[src/cldet_pkg.sv]
// Package with constants and types for the cold-load detector.
package cldet_pkg;
  // ==========================================================================
  // Bus register map
  // ==========================================================================
  localparam logic [3:0] ADDR_ILOW   = 4'h0;
  localparam logic [3:0] ADDR_IHIGH  = 4'h1;
  localparam logic [3:0] ADDR_IOVER  = 4'h2;
  localparam logic [3:0] ADDR_TSET   = 4'h3;
  localparam logic [3:0] ADDR_TMAX   = 4'h4;
  localparam logic [3:0] ADDR_TMIN   = 4'h5;
  localparam logic [3:0] ADDR_STATUS = 4'h6;
  localparam logic [3:0] ADDR_CNTACT = 4'h7;
  localparam logic [3:0] ADDR_CNTBLK = 4'h8;
  localparam logic [3:0] ADDR_CNTCLR = 4'h9;
  // ==========================================================================
  // Widths and reset values
  // ==========================================================================
  localparam int CUR_W = 16;
  localparam int TIM_W = 20;
  localparam logic [15:0] ILOW_RST  = 16'h0014;
  localparam logic [15:0] IHIGH_RST = 16'h0078;
  localparam logic [15:0] IOVER_RST = 16'h00c8;
  localparam int TSET_MS = 10000;
  localparam int TMAX_MS = 30000;
  localparam int TMIN_MS = 40;
  localparam int TICK_MS = 5;
  localparam logic [19:0] TSET_RST = 20'(TSET_MS);
  localparam logic [19:0] TMAX_RST = 20'(TMAX_MS);
  localparam logic [19:0] TMIN_RST = 20'(TMIN_MS);
  localparam int CLK_MHZ = 100;
  localparam int TICK_CYC = TICK_MS * 1000 * CLK_MHZ;
  localparam int RESET_PCT = 97;
  localparam int PCT_FULL = 100;
  typedef enum logic [2:0] {
    COND_NORMAL  = 3'h0,
    COND_LOW     = 3'h1,
    COND_OVER    = 3'h2,
    COND_ACTIVE  = 3'h3,
    COND_BLOCKED = 3'h4
  } cldet_cond_t;
endpackage : cldet_pkg

[src/cldet_cmp_if.sv]
// Interface carrying phase magnitudes and comparator results.
`timescale 1ns/10ps
`default_nettype none
interface cldet_cmp_if;
  logic [15:0] mag [3];
  logic [15:0] thr_low;
  logic [15:0] thr_high;
  logic [15:0] thr_over;
  logic        tick;
  logic        all_low;
  logic        all_high;
  logic        any_over;
  modport ctrl (output mag, thr_low, thr_high, thr_over, tick, input all_low, all_high, any_over);
  modport cmp  (input mag, thr_low, thr_high, thr_over, tick, output all_low, all_high, any_over);
endinterface : cldet_cmp_if
`default_nettype wire

[src/cldet_top.sv]
// Cold-load detector top with Avalon-MM settings and status registers.
`timescale 1ns/10ps
`default_nettype none
// Notes on behaviour
// - Three phase fundamental magnitudes are inputs refreshed every 5 ms.
// - Each phase is compared to every threshold on each evaluation.
// - Exceeded conditions clear at 97 percent of the setting.
// - One threshold value serves all three phases.
// - Low condition needs all phases below low threshold, default 0.20 nominal.
// - Inrush needs all phases above high threshold, default 1.20 nominal.
// - Any phase above overcurrent threshold drops active output at once.
// - Settings may change while running and apply without restart.
// - Condition code: normal, low, overcurrent, active, blocked.
// - Block input sampled once at start of each processing cycle.
// - Block comes from a dedicated input port.
// - Pick-up while unblocked asserts active and starts timing.
// - Pick-up while blocked asserts blocked output, nothing more.
// - Block after activation clears active at once, without waiting for the minimum duration.
// - Active only after low persists for start delay, default 10 s.
// - Inrush is timed against maximum duration, default 30 s.
// - Active held at least minimum duration unless overcurrent, block or maximum duration ends it.
// - Resettable counters count active and blocked assertions.
module cldet_top #(
  parameter int TICK_CYCLES = cldet_pkg::TICK_CYC
) (
  input  wire logic        clk_i,
  input  wire logic        reset_i,
  input  wire logic [15:0] phase_a_fundamental_i,
  input  wire logic [15:0] phase_b_fundamental_i,
  input  wire logic [15:0] phase_c_fundamental_i,
  input  wire logic        block_i,
  input  wire logic [3:0]  avs_address_i,
  input  wire logic        avs_read_i,
  input  wire logic        avs_write_i,
  input  wire logic [31:0] avs_writedata_i,
  output logic [31:0]      avs_readdata_o,
  output logic             avs_waitrequest_o,
  output logic             load_surge_active_o,
  output logic             blocked_o,
  output logic [2:0]       condition_code_o
);
  if (TICK_CYCLES < 2) begin : g_bad_tick
    $error("TICK_CYCLES must be at least 2");
  end

  typedef enum logic [1:0] {
    CLD_IDLE   = 2'b00,
    CLD_ACTIVE = 2'b01,
    CLD_BLOCK  = 2'b10
  } cldet_state_t;

  cldet_state_t state_r;
  logic [15:0]  ilow_r;
  logic [15:0]  ihigh_r;
  logic [15:0]  iover_r;
  logic [19:0]  tset_r;
  logic [19:0]  tmax_r;
  logic [19:0]  tmin_r;
  logic [31:0]  div_r;
  logic         tick_r;
  logic         blk_r;
  logic         inrush_seen_r;
  logic [31:0]  cnt_act_r;
  logic [31:0]  cnt_blk_r;
  logic         ack_r;
  logic         set_done;
  logic         max_done;
  logic         min_done;
  logic         low_run;
  logic         act_run;
  logic         high_run;

  cldet_cmp_if cif ();

  // ==========================================================================
  // Processing tick
  // ==========================================================================
  always_ff @(posedge clk_i) begin
    if (reset_i) begin
      div_r  <= 32'h00000000;
      tick_r <= 1'b0;
    end else if (div_r == 32'(TICK_CYCLES - 1)) begin
      div_r  <= 32'h00000000;
      tick_r <= 1'b1;
    end else begin
      div_r  <= div_r + 32'h00000001;
      tick_r <= 1'b0;
    end
  end

  // Block sampled at the tick so a whole cycle sees one value.
  always_ff @(posedge clk_i) begin
    if (reset_i) begin
      blk_r <= 1'b0;
    end else if (tick_r) begin
      blk_r <= block_i;
    end
  end

  assign cif.mag[0]   = phase_a_fundamental_i;
  assign cif.mag[1]   = phase_b_fundamental_i;
  assign cif.mag[2]   = phase_c_fundamental_i;
  assign cif.thr_low  = ilow_r;
  assign cif.thr_high = ihigh_r;
  assign cif.thr_over = iover_r;
  assign cif.tick     = tick_r;

  cldet_compare u_cmp (
    .clk_i   (clk_i),
    .reset_i (reset_i),
    .cmp     (cif.cmp)
  );

  // ==========================================================================
  // Timers
  // ==========================================================================
  assign low_run  = (state_r == CLD_IDLE) && cif.all_low;
  assign act_run  = (state_r == CLD_ACTIVE);
  assign high_run = act_run && cif.all_high;

  cldet_timer u_tset (
    .clk_i    (clk_i),
    .reset_i  (reset_i),
    .tick_i   (tick_r),
    .run_i    (low_run),
    .set_ms_i (tset_r),
    .done_o   (set_done)
  );
  cldet_timer u_tmax (
    .clk_i    (clk_i),
    .reset_i  (reset_i),
    .tick_i   (tick_r),
    .run_i    (high_run),
    .set_ms_i (tmax_r),
    .done_o   (max_done)
  );
  cldet_timer u_tmin (
    .clk_i    (clk_i),
    .reset_i  (reset_i),
    .tick_i   (tick_r),
    .run_i    (act_run),
    .set_ms_i (tmin_r),
    .done_o   (min_done)
  );

  // ==========================================================================
  // Pick-up state machine
  // ==========================================================================
  always_ff @(posedge clk_i) begin
    if (reset_i) begin
      state_r       <= CLD_IDLE;
      inrush_seen_r <= 1'b0;
    end else begin
      case (state_r)
        CLD_IDLE: begin
          inrush_seen_r <= 1'b0;
          if (set_done) begin
            state_r <= blk_r ? CLD_BLOCK : CLD_ACTIVE;
          end
        end
        CLD_ACTIVE: begin
          if (cif.all_high) begin
            inrush_seen_r <= 1'b1;
          end
          if (cif.any_over || blk_r || max_done) begin
            state_r <= CLD_IDLE;
          end else if (min_done && !cif.all_high) begin
            state_r <= CLD_IDLE;
          end
        end
        CLD_BLOCK: begin
          if (!cif.all_low) begin
            state_r <= CLD_IDLE;
          end
        end
        default: state_r <= CLD_IDLE;
      endcase
    end
  end

  always_ff @(posedge clk_i) begin
    if (reset_i) begin
      load_surge_active_o <= 1'b0;
      blocked_o           <= 1'b0;
      condition_code_o    <= cldet_pkg::COND_NORMAL;
    end else begin
      load_surge_active_o <= (state_r == CLD_ACTIVE);
      blocked_o           <= (state_r == CLD_BLOCK);
      if (state_r == CLD_BLOCK) begin
        condition_code_o <= cldet_pkg::COND_BLOCKED;
      end else if (state_r == CLD_ACTIVE) begin
        condition_code_o <= cldet_pkg::COND_ACTIVE;
      end else if (cif.any_over) begin
        condition_code_o <= cldet_pkg::COND_OVER;
      end else if (cif.all_low) begin
        condition_code_o <= cldet_pkg::COND_LOW;
      end else begin
        condition_code_o <= cldet_pkg::COND_NORMAL;
      end
    end
  end

  // ==========================================================================
  // Counters and register bus
  // ==========================================================================
  always_ff @(posedge clk_i) begin
    if (reset_i || (ack_r && avs_write_i && avs_address_i == cldet_pkg::ADDR_CNTCLR)) begin
      cnt_act_r <= 32'h00000000;
      cnt_blk_r <= 32'h00000000;
    end else begin
      if (state_r == CLD_IDLE && set_done && !blk_r) begin
        cnt_act_r <= cnt_act_r + 32'h00000001;
      end
      if (state_r == CLD_IDLE && set_done && blk_r) begin
        cnt_blk_r <= cnt_blk_r + 32'h00000001;
      end
    end
  end

  // One wait cycle: request taken on the edge where waitrequest is low.
  always_ff @(posedge clk_i) begin
    if (reset_i) begin
      ack_r             <= 1'b0;
      avs_waitrequest_o <= 1'b1;
    end else begin
      ack_r             <= (avs_read_i || avs_write_i) && !ack_r;
      avs_waitrequest_o <= !((avs_read_i || avs_write_i) && !ack_r);
    end
  end

  always_ff @(posedge clk_i) begin
    if (reset_i) begin
      ilow_r  <= cldet_pkg::ILOW_RST;
      ihigh_r <= cldet_pkg::IHIGH_RST;
      iover_r <= cldet_pkg::IOVER_RST;
      tset_r  <= cldet_pkg::TSET_RST;
      tmax_r  <= cldet_pkg::TMAX_RST;
      tmin_r  <= cldet_pkg::TMIN_RST;
    end else if (ack_r && avs_write_i) begin
      case (avs_address_i)
        cldet_pkg::ADDR_ILOW:  ilow_r  <= avs_writedata_i[15:0];
        cldet_pkg::ADDR_IHIGH: ihigh_r <= avs_writedata_i[15:0];
        cldet_pkg::ADDR_IOVER: iover_r <= avs_writedata_i[15:0];
        cldet_pkg::ADDR_TSET:  tset_r  <= avs_writedata_i[19:0];
        cldet_pkg::ADDR_TMAX:  tmax_r  <= avs_writedata_i[19:0];
        cldet_pkg::ADDR_TMIN:  tmin_r  <= avs_writedata_i[19:0];
        default: ;
      endcase
    end
  end

  always_ff @(posedge clk_i) begin
    if (reset_i) begin
      avs_readdata_o <= 32'h00000000;
    end else if (avs_read_i && !ack_r) begin
      case (avs_address_i)
        cldet_pkg::ADDR_ILOW:   avs_readdata_o <= {16'h0000, ilow_r};
        cldet_pkg::ADDR_IHIGH:  avs_readdata_o <= {16'h0000, ihigh_r};
        cldet_pkg::ADDR_IOVER:  avs_readdata_o <= {16'h0000, iover_r};
        cldet_pkg::ADDR_TSET:   avs_readdata_o <= {12'h000, tset_r};
        cldet_pkg::ADDR_TMAX:   avs_readdata_o <= {12'h000, tmax_r};
        cldet_pkg::ADDR_TMIN:   avs_readdata_o <= {12'h000, tmin_r};
        cldet_pkg::ADDR_STATUS: avs_readdata_o <= {27'h0000000, blocked_o, load_surge_active_o, condition_code_o};
        cldet_pkg::ADDR_CNTACT: avs_readdata_o <= cnt_act_r;
        cldet_pkg::ADDR_CNTBLK: avs_readdata_o <= cnt_blk_r;
        default:                avs_readdata_o <= 32'h00000000;
      endcase
    end
  end
endmodule : cldet_top
`default_nettype wire

[src/cldet_compare.sv]
// Three-phase threshold comparators, with hysteresis on the high and overcurrent thresholds.
`timescale 1ns/10ps
`default_nettype none
module cldet_compare (
  input  wire logic   clk_i,
  input  wire logic   reset_i,
  cldet_cmp_if.cmp    cmp
);
  logic [2:0] low_r;
  logic [2:0] high_r;
  logic [2:0] over_r;

  // Scaled compare avoids division: mag*100 vs thr*97.
  function automatic logic hyst(input logic [15:0] m, input logic [15:0] t, input logic was_over);
    logic [23:0] mm;
    logic [23:0] tt;
    mm = 24'(m) * 24'(cldet_pkg::PCT_FULL);
    tt = 24'(t) * 24'(was_over ? cldet_pkg::RESET_PCT : cldet_pkg::PCT_FULL);
    return was_over ? (mm > tt) : (m > t);
  endfunction : hyst

  genvar p;
  generate
    for (p = 0; p < 3; p++) begin : g_ph
      always_ff @(posedge clk_i) begin
        if (reset_i) begin
          low_r[p]  <= 1'b0;
          high_r[p] <= 1'b0;
          over_r[p] <= 1'b0;
        end else if (cmp.tick) begin
          // Low uses inverted sense: below threshold, released at or above it.
          low_r[p]  <= !(cmp.mag[p] >= cmp.thr_low);
          high_r[p] <= hyst(cmp.mag[p], cmp.thr_high, high_r[p]);
          over_r[p] <= hyst(cmp.mag[p], cmp.thr_over, over_r[p]);
        end
      end
    end
  endgenerate

  assign cmp.all_low  = &low_r;
  assign cmp.all_high = &high_r;
  assign cmp.any_over = |over_r;
endmodule : cldet_compare
`default_nettype wire

[src/cldet_timer.sv]
// Tick counter comparing elapsed ticks against a millisecond setting.
`timescale 1ns/10ps
`default_nettype none
module cldet_timer (
  input  wire logic        clk_i,
  input  wire logic        reset_i,
  input  wire logic        tick_i,
  input  wire logic        run_i,
  input  wire logic [19:0] set_ms_i,
  output logic             done_o
);
  logic [19:0] cnt_r;
  logic [19:0] lim;
  // Round up to the next 5 ms tick.
  assign lim = 20'((set_ms_i + 20'(cldet_pkg::TICK_MS - 1)) / 20'(cldet_pkg::TICK_MS));
  always_ff @(posedge clk_i) begin
    if (reset_i || !run_i) begin
      cnt_r <= 20'h00000;
    end else if (tick_i && cnt_r < lim) begin
      cnt_r <= cnt_r + 20'h00001;
    end
  end
  assign done_o = run_i && (cnt_r >= lim);
endmodule : cldet_timer
`default_nettype wire

[config.mk]
export PLATFORM = sky130hd
export DESIGN_NAME = cldet_top
export DESIGN_NICKNAME = d
export VERILOG_FILES = /design/src/cldet_pkg.sv /design/src/cldet_cmp_if.sv /design/src/cldet_top.sv /design/src/cldet_compare.sv /design/src/cldet_timer.sv
export SDC_FILE = /design/constraint.sdc
export NUM_CORES = 2
export LEC_CHECK = 0
export BUFFER_PORTS_ARGS = -buffer_cell sky130_fd_sc_hd__buf_2
export CAP_MARGIN = 20
export CORE_MARGIN = 5
export CORE_UTILIZATION = 30
export DETAILED_ROUTE_END_ITERATION = 8
export SYNTH_ARGS = -nofsm -noshare
export SYNTH_HDL_FRONTEND = slang
export SYNTH_SLANG_ARGS = --single-unit
[constraint.sdc]
create_clock -name clk_i -period 31 [get_ports clk_i]
set_input_delay 4.65 -clock clk_i [delete_from_list [all_inputs] [get_ports clk_i]]
set_output_delay 4.65 -clock clk_i [all_outputs]
set_load 0.02 [all_outputs]
; ---- After elaboration in Yosys (flattened, before gate mapping)
; Cells that the tools add are included.
[op_classes]
add_sub_neg = 9
mul = 9
div_mod_pow = 3
magnitude_cmp = 21
n_eq_ne = 15
n_mux = 24
n_reduce_logical = 47
[op_table]
columns = operator, n
row1 = $pmux W32 S9, 1
row2 = $gt A23 B24 Y1, 6
row3 = $mul A16 B24 Y24, 6
row4 = $add A32 B1 Y32 const B, 3
row5 = $gt A16 B16 Y1, 6
row6 = $mul A16 B5 Y21 const B, 3
row7 = $add A20 B1 Y20 const B, 3
row8 = $add A20 B3 Y20 const B, 3
row9 = $div A20 B3 Y20 const B, 3
row10 = $ge A20 B20 Y1, 3
row11 = $lt A20 B20 Y1, 3
row12 = $ge A16 B16 Y1, 3
row13 = $eq A32 B19 Y1 const B, 1
row14 = $mux W3, 7
row15 = $eq A4 B3 Y1 const B, 4
row16 = $logic_and A1 B1 Y1, 16
row17 = $mux W2, 7
row18 = $reduce_and A2 Y1, 6
row19 = $logic_not A1 Y1, 10
row20 = $reduce_and A3 Y1, 3
row21 = $eq A4 B2 Y1 const B, 2
row22 = $eq A4 B4 Y1 const B, 2
row23 = $mux W1, 8
row24 = $logic_or A1 B1 Y1, 7
row25 = 10 further kinds, 12
[totals]
ff_bits = 316
in_bits = 89
output_inout_bits = 38

; ---- Logic depth before layout (Yosys ltp)
[depth]
ltp_word = 8
mapped_depth = 60

; ---- Hierarchy
; Synthesis repeated with hierarchy kept, for this count alone.
[hier_totals]
cells_unflattened = 6220
area_unflattened_um2 = 48308.8
[modules_own_cells]
columns = mod, n_inst, cells_per_inst, area_each_um2, seq_area_each_um2
row1 = cldet_compare, 1, 2878, 23038.3, 180.2
row2 = cldet_timer, 3, 666, 4755.8, 400.4
row3 = cldet_top, 1, 1344, 11003.1, 4924.7

; ---- Worst setup path before layout
; Ideal clock, no wire load.
[synth_path]
path_type = register to register
startpoint = reg tset_r[3]
endpoint = reg cnt_act_r[31]
arrival_time_ns = 11.295
slack_ns = 19.577
stages_incl_launch_ff = 53
path_buffers = 7
cell_sequence = dfxtp_1 -> ha_1 -> nand4_1 -> buf_4 -> or4_1 -> xor2_1 -> clkbuf_1 -> nand2_1 -> a211o_1 -> and3_1 -> buf_2 -> nor2_1 -> o21ai_0 -> a311o_1 -> o211ai_1 -> and3_4 -> buf_6 -> mux2_2 -> (+17 left out) -> or3_1 -> a31oi_1 -> o21ai_1 -> mux2_1 -> ha_1 -> o22ai_1 -> o21ai_0 -> o2111ai_1 -> a31oi_1 -> or4_1 -> nor2_1 -> nand4_1 -> or2_2 -> clkbuf_1 -> nor2_1 -> nand4_1 -> xor2_1 -> nor2_1
[synth_between]
elab_chain_cells = 6
[synth_lines]
columns = element, line_no
row1 = "start, declared", cldet_top.sv:56  ; logic [19:0] tset_r;
row2 = "start signal, assigned", cldet_top.sv:236  ; tset_r <= cldet_pkg::TSET_RST;
row3 = "start signal, assigned", cldet_top.sv:244  ; cldet_pkg::ADDR_TSET: tset_r <= avs_writedata_i[19:0];
row4 = $add A20 B3 Y20, cldet_timer.sv:15  ; assign lim = 20'((set_ms_i + 20'(cldet_pkg::TICK_MS - 1)) / 20'(cldet_pkg::TICK_MS));
row5 = $div A20 B3 Y20, cldet_timer.sv:15
row6 = $ge A20 B20 Y1, cldet_timer.sv:23  ; assign done_o = run_i && (cnt_r >= lim);
row7 = $logic_and A1 B1 Y1, cldet_timer.sv:23
row8 = $logic_and A1 B1 Y1 (2 in series), cldet_top.sv:211  ; if (state_r == CLD_IDLE && set_done && !blk_r) begin
row9 = "end signal, assigned", cldet_top.sv:212  ; cnt_act_r <= cnt_act_r + 32'h00000001;
row10 = "end, declared", cldet_top.sv:63  ; logic [31:0] cnt_act_r;
; No other way between the ends.
; A chain may end at the register's enable or synchronous reset.

; ---- Worst setup path in the final report
[layout_path]
startpoint = reg tset_r[2]
endpoint = reg cnt_act_r[31]
; The elaborated chain is that of the path after synthesis.

==> impl_metrics.env <==
export IMPL_grt_util_all_layers_pct=17.84
export IMPL_cp_max_fo=19
export IMPL_layout_nets=7118
export IMPL_crit_path_start_kind="register"
export IMPL_syn_area_um2=46270
export IMPL_syn_inst=6114
export IMPL_cts_setup_buffers=0
export IMPL_p_total_uw=1501
export IMPL_die_area_um2=162200
export IMPL_p_leak_uw=0.02262
export IMPL_required_ns=31.44
export IMPL_cts_tree="built"
export IMPL_ff2ff_setup_slack_ns=16.23
export IMPL_rsz0062_at_grt="no"
export IMPL_cp_arrival_ns=15.21
export IMPL_n_fill_cell=16280
export IMPL_overflow=0
export IMPL_areaGrowthSynthToFinish_pct=8.778
export IMPL_critPathSlowestCell="dfxtp_1"
export IMPL_synth_cell_type_count=124
export IMPL_num_rows=144
export IMPL_finalClockSkew_ns=0.03092
export IMPL_setup_viol=0
export IMPL_io_pins=127
export IMPL_ctsResizeCount=0
export IMPL_coreArea_um2=153700
export IMPL_synth_common_cells="inv_1 (845), ha_1 (786), nand2_1 (508), a21oi_1 (504), nor2_1 (388)"
export IMPL_viasPerCell=5.339
export IMPL_grt_max_degree=74
export IMPL_drc=0
export IMPL_yosys_top_cells_area="ha_1 (21%), dfxtp_1 (14%), fa_1 (6.9%)"
export IMPL_multi_input_area_um2=35740
export IMPL_htree_levels=2
export IMPL_critPathKind="reg2reg"
export IMPL_status="complete, no violations"
export IMPL_crit_path_frequent_cell="nor2_1"
export IMPL_stdcell_count=8178
export IMPL_antenna_found_initial=28
export IMPL_synth_area_per_cell_um2=7.568
export IMPL_postRouteAntennaNets=0
export IMPL_synth_edff_count=0
export IMPL_synth_seq_area_share_pct=13.63
export IMPL_io_buffers=114
export IMPL_synth_seq_cells=315
export IMPL_max_freq_ghz=0.06772
export IMPL_cts_buffer_depth=3
export IMPL_clock_sinks=315
export IMPL_grt_pass1_wl_mm=232.4
export IMPL_synth_top_area_share_pct=21.25
export IMPL_slew_viol_final=0
export IMPL_root_buffer="clkbuf_16"
export IMPL_seqCellArea_um2=6306
export IMPL_numCtsBuffers=40
export IMPL_endpoint_kind="register"
export IMPL_finalHoldViolCount=0
export IMPL_fin_setup_tns_ns=0
export IMPL_drtIter0Drc=3288
export IMPL_hold_class="reg2reg"
export IMPL_synth_flop_cell="dfxtp_1"
export IMPL_grt_pass1_vias=40530
export IMPL_period_minus_slack_ns=14.77
export IMPL_postCtsHoldBufs=0
export IMPL_place_gp_congestion=0.9262
export IMPL_tightestPinTransition_ns=1.064
export IMPL_dp_cells=8080
export IMPL_routed_via_count=43660
export IMPL_drt_wirelength_per_cell_um=18.54
export IMPL_cap_violations=0
export IMPL_peakVddDrop_uv=37.27
export IMPL_yosysWarnings=0
export IMPL_dr_pass1_iters=8
export IMPL_power_density_nw_per_um2=29.82
export IMPL_die_w_um=402.7
export IMPL_post_route_util_pct=32.75
export IMPL_maxSlewHeadroom_pct=28.54
export IMPL_period_share_pct=47.64
export IMPL_hpwl_mm=120.9
export IMPL_synth_async_reset_ratio_pct=0
export IMPL_clk_pin_slew_ns=0.06
export IMPL_routed_wl_mm=151.7
export IMPL_start_util_pct=30.11
export IMPL_dieHeight_um=402.7
export IMPL_clock_latency_ns=0.59
export IMPL_drive_gt1_share_pct=5.775
export IMPL_yosysTopAreaCell="ha_1"
export IMPL_critPathMaxStageDelay_ns=0.83
export IMPL_yosysMostFrequentCell="inv_1"
## cell type report
| type | count | share of cell area [%] |
|---|---|---|
| multi-input combinational | 4696 | 71.01 |
| timing repair buffer | 173 | 2.098 |
| tap | 2044 | 5.081 |
| clock inverter | 21 | 0.5693 |
| antenna | 21 | 0.1044 |
| clock buffer | 50 | 2.203 |
| inverter | 858 | 6.406 |
| sequential | 315 | 12.53 |
## per-stage QoR
step / area (um^2) / hold slack [ns] / setup WS, ns
after floorplan: 46350 / 0.4188 / 19.58
after global placement: 48790 / 0.4288 / 16.26
after detailed placement: 48820 / 0.4344 / 16.05
after CTS: 50210 / 0.4446 / 16.00
after global routing: 50300 / 0.4574 / 15.15
final: 50330 / 0.4429 / 16.23
## cells by family after synthesis
kind of cell               synth area share (%)
and+or+nand+nor                           19.77
AOI/OAI and AO/OA                         20.57
buffers and inverters                     9.470
adders and majority gates                 28.44
xor gates and xnor gates                  6.988
DFF                                       13.63
muxes                                     1.117
other                                   0.01623
## path summary, 6_finish.rpt
kind         cells after the start              from               end
max                             48         tset_r[2]     cnt_act_r[31]
min reg2reg                      2  u_tmax.cnt_r[19]  u_tmax.cnt_r[19]
min                              2  u_tmax.cnt_r[19]  u_tmax.cnt_r[19]
max reg2reg                     48         tset_r[2]     cnt_act_r[31]
## cell usage in the layout, fill, tap and decap left out, types with 51 or more instances in the layout
cell type  instances
inv_1            845
ha_1             786
nand2_1          508
a21oi_1          504
nor2_1           386
dfxtp_1          315
o21ai_0          303
xnor2_1          196
nand3_1          181
nand2b_1         167
fa_1             159
xor2_1           158
a21o_1           114
buf_2            113
nor3_1           103
nand4_1           98
and3_1            78
a22oi_1           59
buf_4             58
nor2b_1           51
## report_power, final
part	switching, uW	internal [uW]	leakage [uW]
Clock	211	292	0.000684
Combinational	345	243	0.0194
Sequential	3.43	406	0.00254
Total	559	942	0.0226
## worst max-delay path, delay by kind of cell, from the launching register on
family,cells,cell delay (ns)
AOI/OAI and AO/OA,20,4.40
adders and majority gates,3,0.75
xor gates and xnor gates,2,0.34
muxes,2,0.45
and+or+nand+nor,19,7.56
buffers and inverters,2,0.29
DFF,1,0.83
## layer usage
metal  track usage, %  part of all wire [%]  vias to the layer above
met5                0                 0.017                        -
met2            28.81                    45                     1336
met1            24.38                    45                    20810
met4            5.075                   3.1                        4
li1                 -                     -                    21270
met3            3.143                   7.4                      240
## state kept, by name, summed over array words and instances, names as in the netlist, 2 cells and up
register,count
avs_readdata_o,32
cif.thr_high,16
cif.thr_low,16
cif.thr_over,16
cnt_act_r,32
cnt_blk_r,32
condition_code_o,2
div_r,32
state_r,2
tmax_r,20
tmin_r,20
tset_r,20
u_cmp.high_r,3
u_cmp.low_r,3
u_cmp.over_r,3
u_tmax.cnt_r,20
u_tmin.cnt_r,20
u_tset.cnt_r,20
Power figures use the tool's default switching activity.
